$ cat src/verilog/sdsk_pkg.sv
// package: opcodes, flag positions, reset values and cycle counts for the subtract/decrement unit
package sdsk_pkg;
   typedef enum logic [1:0] {
      SDSK_OP_NONE,
      SDSK_OP_SUB_BORROW_TO_MEM,
      SDSK_OP_DEC_SKIP_ZERO,
      SDSK_OP_DEC_TO_ACC_SKIP_ZERO
   } sdsk_op_t;
   localparam int FLAG_C_POS = 0;
   localparam int FLAG_AC_POS = 1;
   localparam int FLAG_Z_POS = 2;
   localparam int FLAG_OV_POS = 3;
   localparam logic [7:0] ACC_RESET = 8'h00;
   localparam logic [3:0] FLAGS_RESET = 4'h0;
   localparam logic [7:0] DEC_STEP = 8'h01;
   localparam int SKIP_CYCLES = 2;
   localparam int PLAIN_CYCLES = 1;
endpackage : sdsk_pkg

$ cat src/verilog/sdsk_skip_ctl.sv
// skip controller: holds the dummy cycle that replaces a discarded fetched instruction
`timescale 1ns/1ps
`default_nettype none
module sdsk_skip_ctl (
   input wire logic clk,
   input wire logic rstn,
   input wire logic skipReq,
   output logic squash,
   output logic busy
);
   // a skip request is one cycle; the squash covers the following (dummy) cycle
   always_ff @(posedge clk or negedge rstn)
   begin
      if (!rstn)
      begin
         squash <= 1'b0;
         busy <= 1'b0;
      end
      else
      begin
         squash <= skipReq;
         busy <= skipReq;
      end
   end
endmodule : sdsk_skip_ctl
`default_nettype wire

$ cat src/verilog/sdsk_exec.sv
// execution unit for subtract-with-borrow-to-memory and the two decrement-and-skip ops
`timescale 1ns/1ps
`default_nettype none
module sdsk_exec (
   input wire logic clk,
   input wire logic rstn,
   input wire logic opValid,
   input wire sdsk_pkg::sdsk_op_t opCode,
   input wire logic [7:0] memRdata,
   input wire logic accLoad,
   input wire logic [7:0] accLoadData,
   output logic [7:0] accumulatorReg,
   output logic overflowFlag,
   output logic zeroFlag,
   output logic auxCarryFlag,
   output logic carryFlag,
   output logic memWe,
   output logic [7:0] memWdata,
   output logic skipTaken,
   output logic discardFetch,
   output logic opDone
);
   logic squash;
   logic busy;

   // an op issued during the dummy cycle is the discarded fetch and never executes
   wire issue = opValid && !squash;
   wire isSub = issue && (opCode == sdsk_pkg::SDSK_OP_SUB_BORROW_TO_MEM);
   wire isDecMem = issue && (opCode == sdsk_pkg::SDSK_OP_DEC_SKIP_ZERO);
   wire isDecAcc = issue && (opCode == sdsk_pkg::SDSK_OP_DEC_TO_ACC_SKIP_ZERO);

   // subtract as acc + ~m + c so carry set means no borrow
   wire [7:0] memInv = ~memRdata;
   wire [8:0] subSum = {1'b0, accumulatorReg} + {1'b0, memInv} + {8'h00, carryFlag};
   wire [4:0] lowSum = {1'b0, accumulatorReg[3:0]} + {1'b0, memInv[3:0]}
      + {4'h0, carryFlag};
   wire [7:0] subRes = subSum[7:0];
   // signed overflow: like-signed addends giving a result of the other sign
   wire subOv = (accumulatorReg[7] == memInv[7]) && (subRes[7] != accumulatorReg[7]);
   // zero wraps to FF naturally, which is nonzero and therefore never skips
   wire [7:0] decRes = memRdata - sdsk_pkg::DEC_STEP;
   // one compare serves both decrement ops, so their skip decisions cannot drift apart
   wire decZero = (decRes == 8'h00);
   wire skipNow = (isDecMem || isDecAcc) && decZero;

   wire [7:0] next_acc = isDecAcc ? decRes : (accLoad ? accLoadData : accumulatorReg);
   wire next_memWe = isSub || isDecMem;
   wire [7:0] next_memWdata = isSub ? subRes : decRes;

   always_ff @(posedge clk or negedge rstn)
   begin
      if (!rstn)
      begin
         accumulatorReg <= sdsk_pkg::ACC_RESET;
         {overflowFlag, zeroFlag, auxCarryFlag, carryFlag} <= sdsk_pkg::FLAGS_RESET;
      end
      else
      begin
         accumulatorReg <= next_acc;
         if (isSub)
         begin
            overflowFlag <= subOv;
            zeroFlag <= (subRes == 8'h00);
            auxCarryFlag <= lowSum[4];
            carryFlag <= subSum[8];
         end
      end
   end

   always_ff @(posedge clk or negedge rstn)
   begin
      if (!rstn)
      begin
         memWe <= 1'b0;
         memWdata <= 8'h00;
         skipTaken <= 1'b0;
         opDone <= 1'b0;
      end
      else
      begin
         memWe <= next_memWe;
         memWdata <= next_memWdata;
         skipTaken <= skipNow;
         // ops complete in one cycle unless a skip adds the dummy cycle
         opDone <= (issue && !skipNow) || busy;
      end
   end

   // the dummy cycle lives in its own small controller so the squash stays one register
   sdsk_skip_ctl u_skip (
      .clk(clk),
      .rstn(rstn),
      .skipReq(skipNow),
      .squash(squash),
      .busy(busy)
   );

   always_ff @(posedge clk or negedge rstn)
   begin
      if (!rstn)
         discardFetch <= 1'b0;
      else
         discardFetch <= skipNow;
   end
endmodule : sdsk_exec
`default_nettype wire

$ cat config.mk
export PLATFORM = sky130hd
export DESIGN_NAME = sdsk_exec
export DESIGN_NICKNAME = d
export VERILOG_FILES = /design/src/verilog/sdsk_pkg.sv /design/src/verilog/sdsk_skip_ctl.sv /design/src/verilog/sdsk_exec.sv
export SDC_FILE = /design/constraint.sdc
export NUM_CORES = 1
export LEC_CHECK = 0
export BUFFER_PORTS_ARGS = -buffer_cell sky130_fd_sc_hd__buf_4
export CAP_MARGIN = 20
export CORE_UTILIZATION = 29
export DETAILED_ROUTE_END_ITERATION = 10
export SETUP_SLACK_MARGIN = 0.02
export SYNTH_ARGS = -nofsm -noshare
export SYNTH_HDL_FRONTEND = slang
export SYNTH_SLANG_ARGS = --single-unit
$ cat constraint.sdc
create_clock -name clk -period 7.3 [get_ports clk]
set_clock_uncertainty 0.15 [all_clocks]
set_input_delay 1.095 -clock clk [delete_from_list [all_inputs] [get_ports clk]]
set_output_delay 1.095 -clock clk [all_outputs]
set_load 0.005 [all_outputs]
# Yosys cells after proc, flatten, opt, wreduce, memory -nomap -nowiden
# Cells that the tools add are included.
totals:
  ff_bits: 23
  latchBits: 0
  ram_bits: 0
  rom_bits: 0
  output_inout_bits: 24
  elab_cells: 38
  n_memories: 0
classes:
  addsub: 5
  mul: 0
  div_mod_pow: 0
  order_cmp: 0
  eq_ne: 5
  n_shift: 0
  muxes: 3
  n_bitwise: 1
  reduce_logical: 15
ops:
  columns: ["cell", "n"]
  rows:
  - ["$mux 8", 3]
  - ["$logic_not 8->1", 2]
  - ["$add 8x8->9", 1]
  - ["$add 9x1->9", 1]
  - ["$not 8->8", 1]
  - ["$sub 8x1->8 const B", 1]
  - ["$logic_and 1x1->1", 7]
  - ["$add 4x4->5", 1]
  - ["$add 5x1->5", 1]
  - ["$eq 2x2->1 const B", 2]
  - ["$logic_or 1x1->1", 3]
  - ["$eq 2x1->1 const B", 1]
  - ["$logic_not 1->1", 2]
  - ["$reduce_bool 2->1", 1]
  - ["$eq 1x1->1", 1]
  - ["$ne 1x1->1", 1]

# Longest topological paths before layout
depth:
  word_depth: 8
  depth_mapped: 9
  ltp_nobuf: 9

# Cells and area by module
# Synthesis repeated with hierarchy kept, for this count alone.
unflattened:
  hier_cells: 158
  area_unflattened_um2: 1535.2
by_module_without_submodules:
  columns: ["module", "n_inst", "cells_each", "area_per_inst_um2", "seq_area_each_um2"]
  rows:
  - ["sdsk_exec", 1, 156, 1502.7, 575.6]
  - ["sdsk_skip_ctl", 1, 2, 32.5, 25.0]

# Least setup slack after synthesis
# Ideal clock, no wire load.
synth_timing:
  kind: "input to register"
  startpoint: "input memRdata[0]"
  endpoint: "register zeroFlag"
  setup_ns: 0.092
  arrival_time_ns: 2.940
  path_slack_ns: 4.118
  cell_stages: 8
  cell_sequence: "fa_1 -> fa_1 -> nor2b_1 -> o21ai_1 -> nand2b_1 -> xnor2_1 -> or3b_1 -> o31ai_2"
synth_between:
  elab_chain_cells: 4
synth_lines:
  columns: ["element", "line_no", "text"]
  rows:
  - ["start, declared", "sdsk_exec.sv:9", "input wire logic [7:0] memRdata,"]
  - ["$not 8->8", "sdsk_exec.sv:33", "wire [7:0] memInv = ~memRdata;"]
  - ["$add 8x8->9", "sdsk_exec.sv:34", "wire [8:0] subSum = {1'b0, accumulatorReg} + {1'b0, memInv} + {8'h00, carryFlag};"]
  - ["$add 9x1->9", "sdsk_exec.sv:34", null]
  - ["$logic_not 8->1", "sdsk_exec.sv:63", "zeroFlag <= (subRes == 8'h00);"]
  - ["end signal, assigned", "sdsk_exec.sv:55", "{overflowFlag, zeroFlag, auxCarryFlag, carryFlag} <= sdsk_pkg::FLAGS_RESET;"]
  - ["end signal, assigned", "sdsk_exec.sv:63", null]
  - ["end, declared", "sdsk_exec.sv:14", "output logic zeroFlag,"]
# No other way between the ends.
# A chain may end at the register's enable or synchronous reset.

# Worst setup path in the final report
# Same ends and word-level chain as after synthesis.

==> results.sh <==
export IMPL_synth_cell_type_count=40
export IMPL_synth_edf_count=0
export IMPL_dp_cells=272
export IMPL_grt_antenna_before_repair=0
export IMPL_path_clk_slew_ns=0.08
export IMPL_crit_type="in2reg"
export IMPL_overflow=0
export IMPL_outcome="completed"
export IMPL_p_leak_nw=0.9379
export IMPL_seq_area_um2=575.6
export IMPL_routed_wirelength_um=3513
export IMPL_worst_slew_pin_slew_ns=0.7737
export IMPL_synth_nets=198
export IMPL_hold_violations=0
export IMPL_synth_avg_cell_area_um2=9.206
export IMPL_cts_buffers=3
export IMPL_finalCriticalPeriod_ns=3.150
export IMPL_vias_per_cell=4.685
export IMPL_clk_latency_ns=0.26
export IMPL_ys_top_cells_by_count="23 x dfrtp_1, 17 x nand2_1, 14 x a21oi_1"
export IMPL_dpl_cell_area_um2=1909
export IMPL_slew_violations=0
export IMPL_tritoncts="done"
export IMPL_async_flop_share_pct=100.0
export IMPL_core_area_um2=4880
export IMPL_gp_congestion=0.7878
export IMPL_dp_hpwl_um=2848
export IMPL_multi_input_area_um2=863.3
export IMPL_post_cts_resized=0
export IMPL_start_kind="primary input"
export IMPL_path_buf_inv=1
export IMPL_synth_mux_area_share_pct=5.684
export IMPL_cts_hold_buf=0
export IMPL_drive_gt1_share_pct=27.75
export IMPL_fin_area_um2=1954
export IMPL_grt_start_max_net_pins=24
export IMPL_die_area_um2=5531
export IMPL_cts_sinks=23
export IMPL_met2_usage_pct=20.62
export IMPL_ios=46
export IMPL_drt_iter0_markers=64
export IMPL_ys_ff_latch=23
export IMPL_drc_errors=0
export IMPL_synth_simple_area_share_pct=18.62
export IMPL_max_cap_violations=0
export IMPL_yosysTopAreaCellShare_pct=37.89
export IMPL_synth_fa_ha_area_share_pct=10.05
export IMPL_post_cts_buffers=0
export IMPL_place_ws_ns=3.870
export IMPL_fp_row_count=25
export IMPL_synth_yosys_seq_area_share_pct=37.89
export IMPL_dr_pass1_iters=4
export IMPL_crit_family="adder cells"
export IMPL_synth_area_top_cells="dfrtp_1 38%, ha_1 7.4%, xnor2_1 5.8%, a21oi_1 4.6%, nand2_1 4.2%"
export IMPL_start_util_pct=31.13
export IMPL_synth_top_family_by_area="simple AND/OR/NAND/NOR gates"
export IMPL_avgRoutedWirePerCell_um=12.73
export IMPL_path_common_cell="fa_1"
export IMPL_finalNetCount=243
export IMPL_grt_pass1_wl_um=5871
export IMPL_synth_area_leader_cell="dfrtp_1"
export IMPL_clockBufferDepth=2
export IMPL_use_met3_pct=2.168
export IMPL_yosysWarnings=0
export IMPL_slew_headroom_pct=48.28
export IMPL_track_usage_pct=13.94
export IMPL_fin_crit_sh_pct=43.15
export IMPL_fin_cells=276
export IMPL_synthesis_area_um2=1519
export IMPL_hold_path_class="reg2reg"
export IMPL_cp_data_required_time_ns=7.33
export IMPL_yosys_cell_count_top_type="dfrtp_1"
export IMPL_area_growth_synth_to_final_pct=28.67
export IMPL_synth_compound_area_share_pct=15.57
export IMPL_io_buffer_count=45
export IMPL_crit_fanout=5
export IMPL_num_vias=1293
export IMPL_die_w_um=74.37
export IMPL_ir_drop_v=0.00006649
export IMPL_fillers=525
export IMPL_final_setup_worst_slack_ns=4.150
export IMPL_use_met1_pct=20.96
export IMPL_setup_viol=0
export IMPL_power_w=0.0003652
export IMPL_synth_xor_area_share_pct=6.919
export IMPL_die_h_um=74.37
export IMPL_worst_path_max_delay_cell="fa_1"
export IMPL_cpPeakStageDelay_ns=0.46
export IMPL_synth_main_ff_cell="dfrtp_1"
export IMPL_detail_route_antenna_nets=0
export IMPL_grt_pass1_vias=1211
export IMPL_endpoint_kind="flip-flop"
export IMPL_htree_levels=1
export IMPL_clock_root_buffer="clkbuf_8"
export IMPL_synth_cells=165
export IMPL_n_antenna_cell=0
export IMPL_arrival_ns=3.18
export IMPL_busiest_layer="met1"
export IMPL_fin_tns_setup_ns=0
export IMPL_crit_chain="buf_4 -> fa_1 -> fa_1 -> nor2b_1 -> o21ai_1 -> nand2b_1 -> xnor2_1 -> or3b_1 -> o31ai_2"
export IMPL_rsz0062_at_grt="no"
export IMPL_fmax_mhz=317.5
export IMPL_power_density_nw_per_um2=186.9
## flip-flops by register name (all words and copies together) (netlist names)
register / cells
opDone: 1
memWe: 1
auxCarryFlag: 1
overflowFlag: 1
memWdata: 8
u_skip.busy: 1
accumulatorReg: 8
carryFlag: 1
zeroFlag: 1
## layer usage
| layer | part of all wire, % | vias up | routed length [um] |
|---|---|---|---|
| met1 | 51 | 602 | 1805 |
| met2 | 44 | 31 | 1554 |
| met4 | 0.71 | 0 | 25 |
| li1 | - | 656 | - |
| met3 | 3.6 | 4 | 128 |
| met5 | 0 | - | 0 |
## path summary, 6_finish.rpt
| kind | end | from | cells after the start | slack (ns) |
|---|---|---|---|---|
| worst max-delay path | zeroFlag$_DFFE_PN0P_ | memRdata[0] | 9 | 4.15 |
| max in group asynchronous | accumulatorReg[7]$_DFFE_PN0P_ | rstn | 1 | 6.22 |
| worst min-delay path | overflowFlag$_DFFE_PN0P_ | overflowFlag$_DFFE_PN0P_ | 2 | 0.34 |
| worst min register to register | overflowFlag$_DFFE_PN0P_ | overflowFlag$_DFFE_PN0P_ | 2 | 0.34 |
| worst max register to register | zeroFlag$_DFFE_PN0P_ | accumulatorReg[0]$_DFFE_PN0P_ | 9 | 4.67 |
| min in group asynchronous | memWdata[0]$_DFF_PN0_ | rstn | 1 | 0.56 |
## cell type report
class	instances	share of cell area [%]
multi-input combinational	124	44.17
sequential	23	29.45
timing repair buffer	45	17.29
tap	67	4.289
inverter	13	2.497
clock buffer	4	2.305
## per-stage QoR
stage / util (%) / hold WS (ns)
final: 40.05 / 0.3372
after global routing: 40.05 / 0.3941
after CTS: 40.05 / 0.3423
after detailed placement: 39.13 / 0.3221
after global placement: 39.13 / 0.3144
after floorplan: - / 0.3199
## report_power, final
group / switching [W] / internal, W / leakage (nW) / total [W]
Combinational: 0.0000646 / 0.0000671 / 0.639 / 0.000132
Clock: 0.0000425 / 0.0000390 / 0.0228 / 0.0000815
Sequential: 0.00000945 / 0.000143 / 0.277 / 0.000152
Total: 0.000117 / 0.000249 / 0.938 / 0.000365
## placed cells by master (no fill, tap or decap), drive strengths merged, types with 3 or more instances in the layout
cell	count
mux2i	3
inv	13
o21ai	12
nor2b	3
clkbuf	4
a21oi	14
nand4	3
o31ai	3
buf	45
nor2	14
xnor2	10
nand2	17
ha	9
mux2	5
nor3	4
a21o	3
dfrtp	23
and3	3
## logic make-up (layout without fill, tap and decap cells)
logic type / Yosys count / in the layout
buffers and inverters: 18 / 62
AND/OR/NAND/NOR: 54 / 54
AO/OA/AOI/OAI: 39 / 39
flip-flops: 23 / 23
multiplexers: 8 / 8
XOR/XNOR: 12 / 12
adder cells (fa/ha/maj): 11 / 11
## tightest hold or removal path, cell delays in order, from the launching register on
cell     delay, ns
dfrtp_1       0.35
nand2_1       0.05
o31ai_1       0.05
Power figures use the tool's default switching activity.
